$ cat config.mk
export PLATFORM = sky130hd
export DESIGN_NAME = bwd_core
export DESIGN_NICKNAME = d
export VERILOG_FILES = /design/src/core/bwd_pkg.sv /design/src/core/bwd_tick.sv /design/src/core/bwd_core.sv
export SDC_FILE = /design/constraint.sdc
export NUM_CORES = 1
export LEC_CHECK = 0
export ABC_AREA = 1
export ABC_CLOCK_PERIOD_IN_PS = 11000
export BUFFER_PORTS_ARGS = -buffer_cell sky130_fd_sc_hd__buf_2
export CAP_MARGIN = 5
export CORE_ASPECT_RATIO = 0.5
export CORE_MARGIN = 4
export CORE_UTILIZATION = 45
export CTS_CLUSTER_SIZE = 40
export DETAILED_ROUTE_END_ITERATION = 8
export GPL_TIMING_DRIVEN = 0
export MAX_ROUTING_LAYER = met4
export PLACE_DENSITY = 0.71
export SYNTH_ARGS = -nofsm -noshare
export SYNTH_HDL_FRONTEND = slang
export SYNTH_SLANG_ARGS = --single-unit
$ cat constraint.sdc
create_clock -name i_clk_sys -period 11 [get_ports i_clk_sys]
set_input_delay 2.2 -clock i_clk_sys [delete_from_list [all_inputs] [get_ports i_clk_sys]]
set_output_delay 2.2 -clock i_clk_sys [all_outputs]
set_load 0.005 [all_outputs]
$ cat src/core/bwd_pkg.sv
package bwd_pkg;

  // bus geometry
  localparam int ADDR_W = 8;
  localparam int DATA_W = 32;
  localparam int NUM_CELLS = 12;

  // register byte offsets
  localparam logic [ADDR_W-1:0] OFS_BAL_EN = 8'h00;
  localparam logic [ADDR_W-1:0] OFS_WDOG = 8'h04;
  localparam logic [ADDR_W-1:0] OFS_PIN = 8'h08;
  localparam logic [ADDR_W-1:0] OFS_DCHG_SEL = 8'h0c;
  localparam logic [ADDR_W-1:0] OFS_DCFG = 8'h10;
  localparam logic [ADDR_W-1:0] OFS_STATUS = 8'h14;

  // field positions
  localparam int WDOG_PSEL_LSB = 0;
  localparam int WDOG_CNT_LSB = 4;
  localparam int PIN_TMR_SEL_BIT = 0;
  localparam int PIN_LVL_BIT = 1;
  localparam int PIN_OE_BIT = 2;
  localparam int DCFG_TIME_LSB = 0;
  localparam int DCFG_WIN_LSB = 8;
  localparam int DCFG_EN_BIT = 16;
  localparam int ST_HB_LSB = 0;
  localparam int ST_ACT_BIT = 4;
  localparam int ST_DONE_BIT = 5;
  localparam int ST_EXP_BIT = 6;
  localparam int ST_ODD_BIT = 7;
  localparam int ST_SW_LSB = 8;
  localparam int ST_PIN_BIT = 20;

  // axi responses
  localparam logic [1:0] RESP_OKAY = 2'h0;
  localparam logic [1:0] RESP_SLVERR = 2'h2;

  // time base: one base tick per 62.5 ms
  localparam int CLK_FREQ_KHZ = 25000;
  localparam int TICK_PERIOD_US = 62500;
  localparam int CYC_PER_TICK_DFLT = (TICK_PERIOD_US * CLK_FREQ_KHZ) / 1000;
  localparam logic [3:0] TICKS_PER_SEC_M1 = 4'hf;
  localparam logic [2:0] TICKS_PER_HB_M1 = 3'h7;
  localparam logic [9:0] TICKS_PER_MIN_M1 = 10'h3bf;
  localparam logic [10:0] TICKS_PER_WIN_STEP = 11'h078;
  localparam logic [16:0] TICKS_PER_2H_M1 = 17'h1c1ff;

  // prescale periods in seconds
  localparam logic [8:0] PSC_1S = 9'h001;
  localparam logic [8:0] PSC_4S = 9'h004;
  localparam logic [8:0] PSC_16S = 9'h010;
  localparam logic [8:0] PSC_64S = 9'h040;
  localparam logic [8:0] PSC_128S = 9'h080;
  localparam logic [8:0] PSC_256S = 9'h100;

  // cells 1,3,5.. sit on bits 0,2,4..
  localparam logic [NUM_CELLS-1:0] ODD_CELL_MASK = 12'h555;

  typedef struct packed {
    logic [NUM_CELLS-1:0] bal_en;
    logic [2:0] psel;
    logic [3:0] cnt;
    logic tmr_sel;
    logic pin_lvl;
    logic pin_oe;
    logic [NUM_CELLS-1:0] dchg_sel;
    logic [7:0] dtime;
    logic [2:0] dwin;
    logic emg_en;
    logic [3:0] sub_sec;
    logic [8:0] sec_cnt;
    logic emg_act;
    logic emg_done;
    logic odd;
    logic [9:0] win_cnt;
    logic [2:0] hb_sub;
    logic [3:0] hb;
    logic [16:0] h2_cnt;
    logic [8:0] h2_units;
    logic [NUM_CELLS-1:0] sw;
    logic pin_o;
    logic pin_oe_o;
    logic aw_got;
    logic w_got;
    logic [ADDR_W-1:0] awaddr;
    logic [DATA_W-1:0] wdata;
    logic [3:0] wstrb;
    logic awready;
    logic wready;
    logic bvalid;
    logic [1:0] bresp;
    logic arready;
    logic rvalid;
    logic [1:0] rresp;
    logic [DATA_W-1:0] rdata;
  } bwd_state_t;

endpackage : bwd_pkg

$ cat src/core/bwd_tick.sv
`timescale 1ns/1ps
module bwd_tick #(
  parameter int CYC_PER_TICK = 1562500
) (
  input wire logic i_clk_sys,
  input wire logic i_rstn,
  output logic o_tick
);
  localparam int CW = $clog2(CYC_PER_TICK);

  generate
    if (CYC_PER_TICK < 2) begin : g_chk
      $error("CYC_PER_TICK must be at least 2");
    end
  endgenerate

  typedef struct packed {
    logic [CW-1:0] cnt;
    logic tick;
  } bwd_tick_t;

  bwd_tick_t r_reg;
  bwd_tick_t r_next;

  // free-running base tick, cleared with the rest of the device
  always_comb begin
    r_next = r_reg;
    r_next.tick = 1'b0;
    if (r_reg.cnt == CW'(CYC_PER_TICK - 1)) begin
      r_next.cnt = '0;
      r_next.tick = 1'b1;
    end else begin
      r_next.cnt = r_reg.cnt + CW'(1);
    end
  end

  always_ff @(posedge i_clk_sys or negedge i_rstn) begin
    if (!i_rstn) begin
      r_reg <= '0;
    end else begin
      r_reg <= r_next;
    end
  end

  assign o_tick = r_reg.tick;
endmodule : bwd_tick

$ cat src/core/bwd_core.sv
// Function
// - outside discharge, watchdog expiry forces all switches off; switch enable register keeps its contents.
// - prescale select 000b disables; 001b..110b give 1,4,16,64,128,256 s ticks.
// - countdown decrements once per prescale tick; timeout is value times period.
// - after reaching zero switches stay off until timer disabled or reloaded non-zero.
// - with timer-output select set, pin three is high while the countdown runs.
// - discharge starts only with enable set and timeout field non-zero.
// - entering discharge clears the balance countdown.
// - during discharge switches follow the discharge switch select register.
// - during discharge a 4-bit heartbeat counts at 2 Hz and wraps.
// - pin three is driven high while the discharge countdown is active.
// - discharge alternates one-minute odd-cell and even-cell cycles.
// - each cycle ends with at least 62.5 ms of all switches off.
// - window field sets on-time in 7.5 s steps, capped below the minute.
// - timeout field gives duration 2*(n+1) hours; zero means disabled.
// - clearing enable resets the discharge timer and returns switch and pin control.
// - discharge also ends on zero timeout field or elapsed timeout.
//
// The implementer's own choices: the AXI4-Lite interface to the registers and the register offsets.
`timescale 1ns/1ps
module bwd_core
  import bwd_pkg::*;
#(
  parameter int CYC_PER_TICK = bwd_pkg::CYC_PER_TICK_DFLT
) (
  input wire logic i_clk_sys,
  input wire logic i_rstn,
  input wire logic [bwd_pkg::ADDR_W-1:0] i_s_axi_awaddr,
  input wire logic i_s_axi_awvalid,
  output logic o_s_axi_awready,
  input wire logic [bwd_pkg::DATA_W-1:0] i_s_axi_wdata,
  input wire logic [3:0] i_s_axi_wstrb,
  input wire logic i_s_axi_wvalid,
  output logic o_s_axi_wready,
  output logic [1:0] o_s_axi_bresp,
  output logic o_s_axi_bvalid,
  input wire logic i_s_axi_bready,
  input wire logic [bwd_pkg::ADDR_W-1:0] i_s_axi_araddr,
  input wire logic i_s_axi_arvalid,
  output logic o_s_axi_arready,
  output logic [bwd_pkg::DATA_W-1:0] o_s_axi_rdata,
  output logic [1:0] o_s_axi_rresp,
  output logic o_s_axi_rvalid,
  input wire logic i_s_axi_rready,
  output logic [bwd_pkg::NUM_CELLS-1:0] o_bal_switch,
  output logic o_general_pin_three,
  output logic o_general_pin_three_oe
);
  import bwd_pkg::*;

  generate
    if (CYC_PER_TICK < 2) begin : g_chk
      $error("CYC_PER_TICK must be at least 2");
    end
    if (ST_SW_LSB + NUM_CELLS > ST_PIN_BIT) begin : g_map_chk
      $error("switch image overlaps the pin status bit");
    end
  endgenerate

  bwd_state_t r_reg;
  bwd_state_t r_next;
  logic base_tick;

  bwd_tick #(
    .CYC_PER_TICK(CYC_PER_TICK)
  ) u_tick (
    .i_clk_sys(i_clk_sys),
    .i_rstn(i_rstn),
    .o_tick(base_tick)
  );

  // prescale period in seconds, zero when the timer is off
  function automatic logic [8:0] psc_period(input logic [2:0] sel);
    logic [8:0] p;
    p = '0;
    unique case (sel)
      3'h1: p = PSC_1S;
      3'h2: p = PSC_4S;
      3'h3: p = PSC_16S;
      3'h4: p = PSC_64S;
      3'h5: p = PSC_128S;
      3'h6: p = PSC_256S;
      default: p = '0;
    endcase
    return p;
  endfunction : psc_period

  // register read image
  function automatic logic [DATA_W-1:0] reg_read(input bwd_state_t s,
                                                   input logic [ADDR_W-1:0] a,
                                                   output logic hit);
    logic [DATA_W-1:0] d;
    d = '0;
    hit = 1'b1;
    unique case (a)
      OFS_BAL_EN: d[NUM_CELLS-1:0] = s.bal_en;
      OFS_WDOG: begin
        d[WDOG_PSEL_LSB +: 3] = s.psel;
        d[WDOG_CNT_LSB +: 4] = s.cnt;
      end
      OFS_PIN: begin
        d[PIN_TMR_SEL_BIT] = s.tmr_sel;
        d[PIN_LVL_BIT] = s.pin_lvl;
        d[PIN_OE_BIT] = s.pin_oe;
      end
      OFS_DCHG_SEL: d[NUM_CELLS-1:0] = s.dchg_sel;
      OFS_DCFG: begin
        d[DCFG_TIME_LSB +: 8] = s.dtime;
        d[DCFG_WIN_LSB +: 3] = s.dwin;
        d[DCFG_EN_BIT] = s.emg_en;
      end
      OFS_STATUS: begin
        d[ST_HB_LSB +: 4] = s.hb;
        d[ST_ACT_BIT] = s.emg_act;
        d[ST_DONE_BIT] = s.emg_done;
        d[ST_EXP_BIT] = (psc_period(s.psel) != '0) && (s.cnt == '0);
        d[ST_ODD_BIT] = s.odd;
        d[ST_SW_LSB +: NUM_CELLS] = s.sw;
        d[ST_PIN_BIT] = s.pin_o;
      end
      default: hit = 1'b0;
    endcase
    return d;
  endfunction : reg_read

  // merge write data into old word under byte strobes
  function automatic logic [DATA_W-1:0] merge(input logic [DATA_W-1:0] old,
                                                input logic [DATA_W-1:0] wd,
                                                input logic [3:0] strb);
    logic [DATA_W-1:0] m;
    m = old;
    for (int b = 0; b < 4; b++) begin
      if (strb[b]) begin
        m[b*8 +: 8] = wd[b*8 +: 8];
      end
    end
    return m;
  endfunction : merge

  always_comb begin
    logic [DATA_W-1:0] old_w;
    logic [DATA_W-1:0] new_w;
    logic hit;
    logic rd_hit;
    logic [DATA_W-1:0] rd_w;
    logic [8:0] period;
    logic go;
    logic [10:0] on_ticks;
    logic win_on;
    logic wd_expired;
    old_w = '0;
    new_w = '0;
    hit = 1'b0;
    rd_hit = 1'b0;
    rd_w = '0;
    period = psc_period(r_reg.psel);
    go = 1'b0;
    on_ticks = '0;
    win_on = 1'b0;
    wd_expired = 1'b0;
    r_next = r_reg;

    // balancing watchdog prescaler and countdown
    if (period == '0) begin
      r_next.sub_sec = '0;
      r_next.sec_cnt = '0;
    end else if (base_tick) begin
      if (r_reg.sub_sec == TICKS_PER_SEC_M1) begin
        r_next.sub_sec = '0;
        if (r_reg.sec_cnt == period - 9'h001) begin
          r_next.sec_cnt = '0;
          if (r_reg.cnt != '0) begin
            r_next.cnt = r_reg.cnt - 4'h1;
          end
        end else begin
          r_next.sec_cnt = r_reg.sec_cnt + 9'h001;
        end
      end else begin
        r_next.sub_sec = r_reg.sub_sec + 4'h1;
      end
    end

    // axi write channel: address and data taken in either order
    if (r_reg.bvalid && i_s_axi_bready) begin
      r_next.bvalid = 1'b0;
    end
    if (r_reg.awready && i_s_axi_awvalid) begin
      r_next.aw_got = 1'b1;
      r_next.awaddr = i_s_axi_awaddr;
    end
    if (r_reg.wready && i_s_axi_wvalid) begin
      r_next.w_got = 1'b1;
      r_next.wdata = i_s_axi_wdata;
      r_next.wstrb = i_s_axi_wstrb;
    end
    if (r_reg.aw_got && r_reg.w_got && !r_reg.bvalid) begin
      old_w = reg_read(r_reg, r_reg.awaddr, hit);
      new_w = merge(old_w, r_reg.wdata, r_reg.wstrb);
      r_next.aw_got = 1'b0;
      r_next.w_got = 1'b0;
      r_next.bvalid = 1'b1;
      r_next.bresp = hit ? RESP_OKAY : RESP_SLVERR;
      unique case (r_reg.awaddr)
        OFS_BAL_EN: r_next.bal_en = new_w[NUM_CELLS-1:0];
        OFS_WDOG: begin
          r_next.psel = new_w[WDOG_PSEL_LSB +: 3];
          if (r_reg.wstrb[0]) begin
            r_next.cnt = new_w[WDOG_CNT_LSB +: 4];
            r_next.sub_sec = '0;
            r_next.sec_cnt = '0;
          end
        end
        OFS_PIN: begin
          r_next.tmr_sel = new_w[PIN_TMR_SEL_BIT];
          r_next.pin_lvl = new_w[PIN_LVL_BIT];
          r_next.pin_oe = new_w[PIN_OE_BIT];
        end
        OFS_DCHG_SEL: r_next.dchg_sel = new_w[NUM_CELLS-1:0];
        OFS_DCFG: begin
          r_next.dtime = new_w[DCFG_TIME_LSB +: 8];
          r_next.dwin = new_w[DCFG_WIN_LSB +: 3];
          r_next.emg_en = new_w[DCFG_EN_BIT];
        end
        default: r_next.bresp = hit ? RESP_OKAY : RESP_SLVERR;
      endcase
    end
    // each ready drops while its item is held or the answer waits
    r_next.awready = !r_next.aw_got && !r_next.bvalid;
    r_next.wready = !r_next.w_got && !r_next.bvalid;

    // emergency discharge sequencer
    go = r_reg.emg_en && (r_reg.dtime != '0);
    if (!go) begin
      r_next.emg_act = 1'b0;
      r_next.emg_done = 1'b0;
      r_next.win_cnt = '0;
      r_next.hb_sub = '0;
      r_next.hb = '0;
      r_next.h2_cnt = '0;
      r_next.h2_units = '0;
      r_next.odd = 1'b1;
    end else if (!r_reg.emg_act && !r_reg.emg_done) begin
      r_next.emg_act = 1'b1;
      r_next.cnt = '0;
      r_next.win_cnt = '0;
      r_next.hb_sub = '0;
      r_next.hb = '0;
      r_next.h2_cnt = '0;
      r_next.h2_units = '0;
      r_next.odd = 1'b1;
    end else if (r_reg.emg_act && base_tick) begin
      r_next.cnt = '0;
      if (r_reg.win_cnt == TICKS_PER_MIN_M1) begin
        r_next.win_cnt = '0;
        r_next.odd = !r_reg.odd;
      end else begin
        r_next.win_cnt = r_reg.win_cnt + 10'h001;
      end
      // heartbeat wraps by itself after its top value
      if (r_reg.hb_sub == TICKS_PER_HB_M1) begin
        r_next.hb_sub = '0;
        r_next.hb = r_reg.hb + 4'h1;
      end else begin
        r_next.hb_sub = r_reg.hb_sub + 3'h1;
      end
      if (r_reg.h2_cnt == TICKS_PER_2H_M1) begin
        r_next.h2_cnt = '0;
        r_next.h2_units = r_reg.h2_units + 9'h001;
        if (r_reg.h2_units + 9'h001 == {1'b0, r_reg.dtime} + 9'h001) begin
          r_next.emg_act = 1'b0;
          r_next.emg_done = 1'b1;
        end
      end else begin
        r_next.h2_cnt = r_reg.h2_cnt + 17'h00001;
      end
    end
    // countdown stays cleared for the whole discharge, writes included
    if (r_reg.emg_act) begin
      r_next.cnt = '0;
    end

    // switch and pin outputs from the next state
    // last tick of every minute stays off, so phases never touch
    wd_expired = (psc_period(r_next.psel) != '0) && (r_next.cnt == '0);
    on_ticks = ({8'h00, r_next.dwin} + 11'h001) * TICKS_PER_WIN_STEP;
    if (on_ticks > {1'b0, TICKS_PER_MIN_M1}) begin
      on_ticks = {1'b0, TICKS_PER_MIN_M1};
    end
    win_on = {1'b0, r_next.win_cnt} < on_ticks;
    if (r_next.emg_act) begin
      r_next.sw = r_next.dchg_sel & (r_next.odd ? ODD_CELL_MASK : ~ODD_CELL_MASK)
                  & {NUM_CELLS{win_on}};
    end else if (wd_expired) begin
      r_next.sw = '0;
    end else begin
      r_next.sw = r_next.bal_en;
    end
    if (r_next.emg_act) begin
      r_next.pin_o = 1'b1;
      r_next.pin_oe_o = 1'b1;
    end else if (r_next.tmr_sel && (psc_period(r_next.psel) != '0) && (r_next.cnt != '0)) begin
      r_next.pin_o = 1'b1;
      r_next.pin_oe_o = 1'b1;
    end else begin
      // level only shows while the pin is driven
      r_next.pin_o = r_next.pin_lvl && r_next.pin_oe;
      r_next.pin_oe_o = r_next.pin_oe;
    end

    // axi read channel
    if (r_reg.rvalid && i_s_axi_rready) begin
      r_next.rvalid = 1'b0;
    end
    if (r_reg.arready && i_s_axi_arvalid) begin
      rd_w = reg_read(r_reg, i_s_axi_araddr, rd_hit);
      r_next.rvalid = 1'b1;
      r_next.rdata = rd_w;
      r_next.rresp = rd_hit ? RESP_OKAY : RESP_SLVERR;
    end
    r_next.arready = !r_next.rvalid;
  end

  always_ff @(posedge i_clk_sys or negedge i_rstn) begin
    if (!i_rstn) begin
      r_reg <= '0;
    end else begin
      r_reg <= r_next;
    end
  end

  assign o_s_axi_awready = r_reg.awready;
  assign o_s_axi_wready = r_reg.wready;
  assign o_s_axi_bvalid = r_reg.bvalid;
  assign o_s_axi_bresp = r_reg.bresp;
  assign o_s_axi_arready = r_reg.arready;
  assign o_s_axi_rvalid = r_reg.rvalid;
  assign o_s_axi_rresp = r_reg.rresp;
  assign o_s_axi_rdata = r_reg.rdata;
  assign o_bal_switch = r_reg.sw;
  assign o_general_pin_three = r_reg.pin_o;
  assign o_general_pin_three_oe = r_reg.pin_oe_o;
endmodule : bwd_core

==> results.toml <==
[outcome]
status = "complete, no violations"

[die]
fp.coreArea_um2 = 24400
die_x_um = 233
ios = 114
die_area_um2 = 28000
fp-row-count = 40
start_util = 0.465
die_h_um = 120

[worst_setup_path]
path_max_fanout = 10
cp_top_family = "simple AND/OR/NAND/NOR gates"
endpoint_kind = "flop"
worst_ep_required_time_ps = 11360
crit_buf_inv = 6
criticalPathCategory = "reg2reg"
cpMostUsedCell = "nand2_1"
cp-start-kind = "flop"
critPathSlowestCell = "fa_1"
worst_ep_arrival_time_ps = 5410
slowest_delay_ps = 470

[clocking]
h-tree-depth = 4
clkTransAtPathRegs_ps = 70
clock_sinks = 195
clock_latency_ps = 460
cts_setup_buffers = 0
cts_tree = "yes"
cts_buffers = 17
cts-root-buf = "clkbuf_16"
cts_resized = 0
cts_hold_buf = 0
cts_max_path_buffers = 2

[grt]
track_usage = 0.225
overflow = 0
grt_pass1_wl_mm = 48.5
first_global_vias = 9419
antenna_found_initial = 0
grt_max_degree = 99

[timing]
finalSetupTns_ps = 0
fin_skew_ps = 11.2
worstMarginPinSlew_ps = 795
fmax_mhz = 198
hold_viol = 0
grt_setup_unrepaired = "no"
slew_violations = 0
finalSetupViolations = 0
relSlewSlack = 0.465
fin_crit_sh = 0.458
min_period_ps = 5040

[finish]
syn_to_final_growth_pct = 13.3
stdcell_area_um2 = 12900
drive_gt1_frac = 0.134
final_util = 0.527
fin_nets = 1690
n_fill_cell = 2395
largest_reg_flops = 131
diodes = 0

[drt]
wl_per_cell_um = 15.3
viasPerCell = 5.15
first_pass_iters = 5
drt_iter0_drc = 900
vias = 9994
ant_nets = 0
routed_wl_mm = 29.7
drc = 0

[yosys]
synth_top_area_share = 0.429
yosysMostFrequentCell = "nand2_1"
ys_types = 47
synth_seq_area_share = 0.429
netlist_area_um2 = 11400
synth_top_cell_by_area = "dfrtp_1"
netlist_top_cells_count = "352 x nand2_1, 198 x inv_1, 195 x dfrtp_1"
synth-edff-count = 0
synth_area_per_cell_um2 = 7.68
synth_ff_type = "dfrtp_1"
syn_inst = 1480
ys_top_cells_by_area = "dfrtp_1 43%, nand2_1 12%, inv_1 6.5%"
ys_ff_latch = 195
synth_warnings = 0
synthArstFlopShare = 1.00

[place]
gp_congestion = 0.996
io_buffers = 80
hpwlAfterDp_mm = 22.4
place_area_um2 = 12300

[run]
drv_cap = 0

[power_and_ir_drop]
ir_drop_mv = 0.129
total_power_w = 0.00234
power.density_nw_per_um2 = 182
p_leak_nw = 6.50

[hold_path]
hold_path.class = "reg2reg"
cell families after synthesis:
group           count (synthesis)  share of synthesized area
xor+xnor                       39                     0.0300
fa+ha+maj                      39                     0.0456
buf+inv                       283                      0.112
mux                             3                    0.00275
simple gates                  676                      0.260
compound gates                244                      0.119
other cells                     1                   0.000330
flops                         195                      0.429
path summary, 6_finish.rpt:
path | slack [ps] | end | cells after the start | from
min in group asynchronous | 1760 | u_tick.r_reg[11]$_DFF_PN0_ | 1 | i_rstn
max reg2reg | 5960 | o_bal_switch[9]$_DFF_PN0_ | 25 | o_s_axi_bvalid$_DFF_PN0_
min | 460 | u_tick.r_reg[1]$_DFF_PN0_ | 1 | u_tick.r_reg[1]$_DFF_PN0_
max | 5960 | o_bal_switch[9]$_DFF_PN0_ | 25 | o_s_axi_bvalid$_DFF_PN0_
min reg2reg | 460 | u_tick.r_reg[1]$_DFF_PN0_ | 1 | u_tick.r_reg[1]$_DFF_PN0_
max in group asynchronous | 8250 | o_s_axi_rdata[13]$_DFFE_PN0P_ | 2 | i_rstn
through the flow:
step,setup WS [ps],cells,hold WS [ps]
2_1_floorplan,6780,1492,433
3_3_place_gp,4390,1908,453
3_5_place_dp,6010,1909,455
4_1_cts,5980,1941,465
5_1_grt,5570,1941,493
6_report,5960,1941,460
final cells by class:
class / instances / area (um^2) / share of cell area
multi-input cells: 1014 / 5260 / 0.408
flip-flops and latches: 195 / 4880 / 0.379
inverters: 207 / 777 / 0.0603
plain buffers: 76 / 500 / 0.0389
clock buffers: 18 / 439 / 0.0341
repair buffers: 81 / 438 / 0.0340
well taps: 336 / 420 / 0.0326
clock inverters: 14 / 168 / 0.0130
cells in the final DEF (no fill, tap or decap), types with 9 or more instances in the layout:
| master | instances |
|---|---|
| o22ai_1 | 28 |
| nand4_1 | 25 |
| buf_4 | 52 |
| nor3_1 | 29 |
| o21ai_0 | 124 |
| nand3_1 | 86 |
| a21oi_1 | 60 |
| conb_1 | 13 |
| ha_1 | 35 |
| clkbuf_1 | 18 |
| inv_1 | 198 |
| dfrtp_1 | 195 |
| xor2_1 | 32 |
| nand2_1 | 352 |
| nor2_1 | 133 |
| nor4_1 | 10 |
| clkbuf_16 | 17 |
| a211oi_1 | 9 |
| buf_2 | 83 |
per-layer routing:
metal / vias up / GRT usage / part of all wire
met2: 292 / 0.340 / 0.45
met4: 0 / 0.0537 / 0.014
met3: 29 / 0.0471 / 0.062
li1: 4993 / - / -
met5: - / - / 0
met1: 4680 / 0.313 / 0.48
power breakdown:
group / total [W] / switching, W / internal [W] / leakage (nW)
sequential: 0.000929 / 0.0000953 / 0.000834 / 2.62
combinational: 0.000761 / 0.000495 / 0.000265 / 3.58
clock: 0.000654 / 0.000305 / 0.000349 / 0.298
Note: power is estimated with default switching activity, not from simulation.
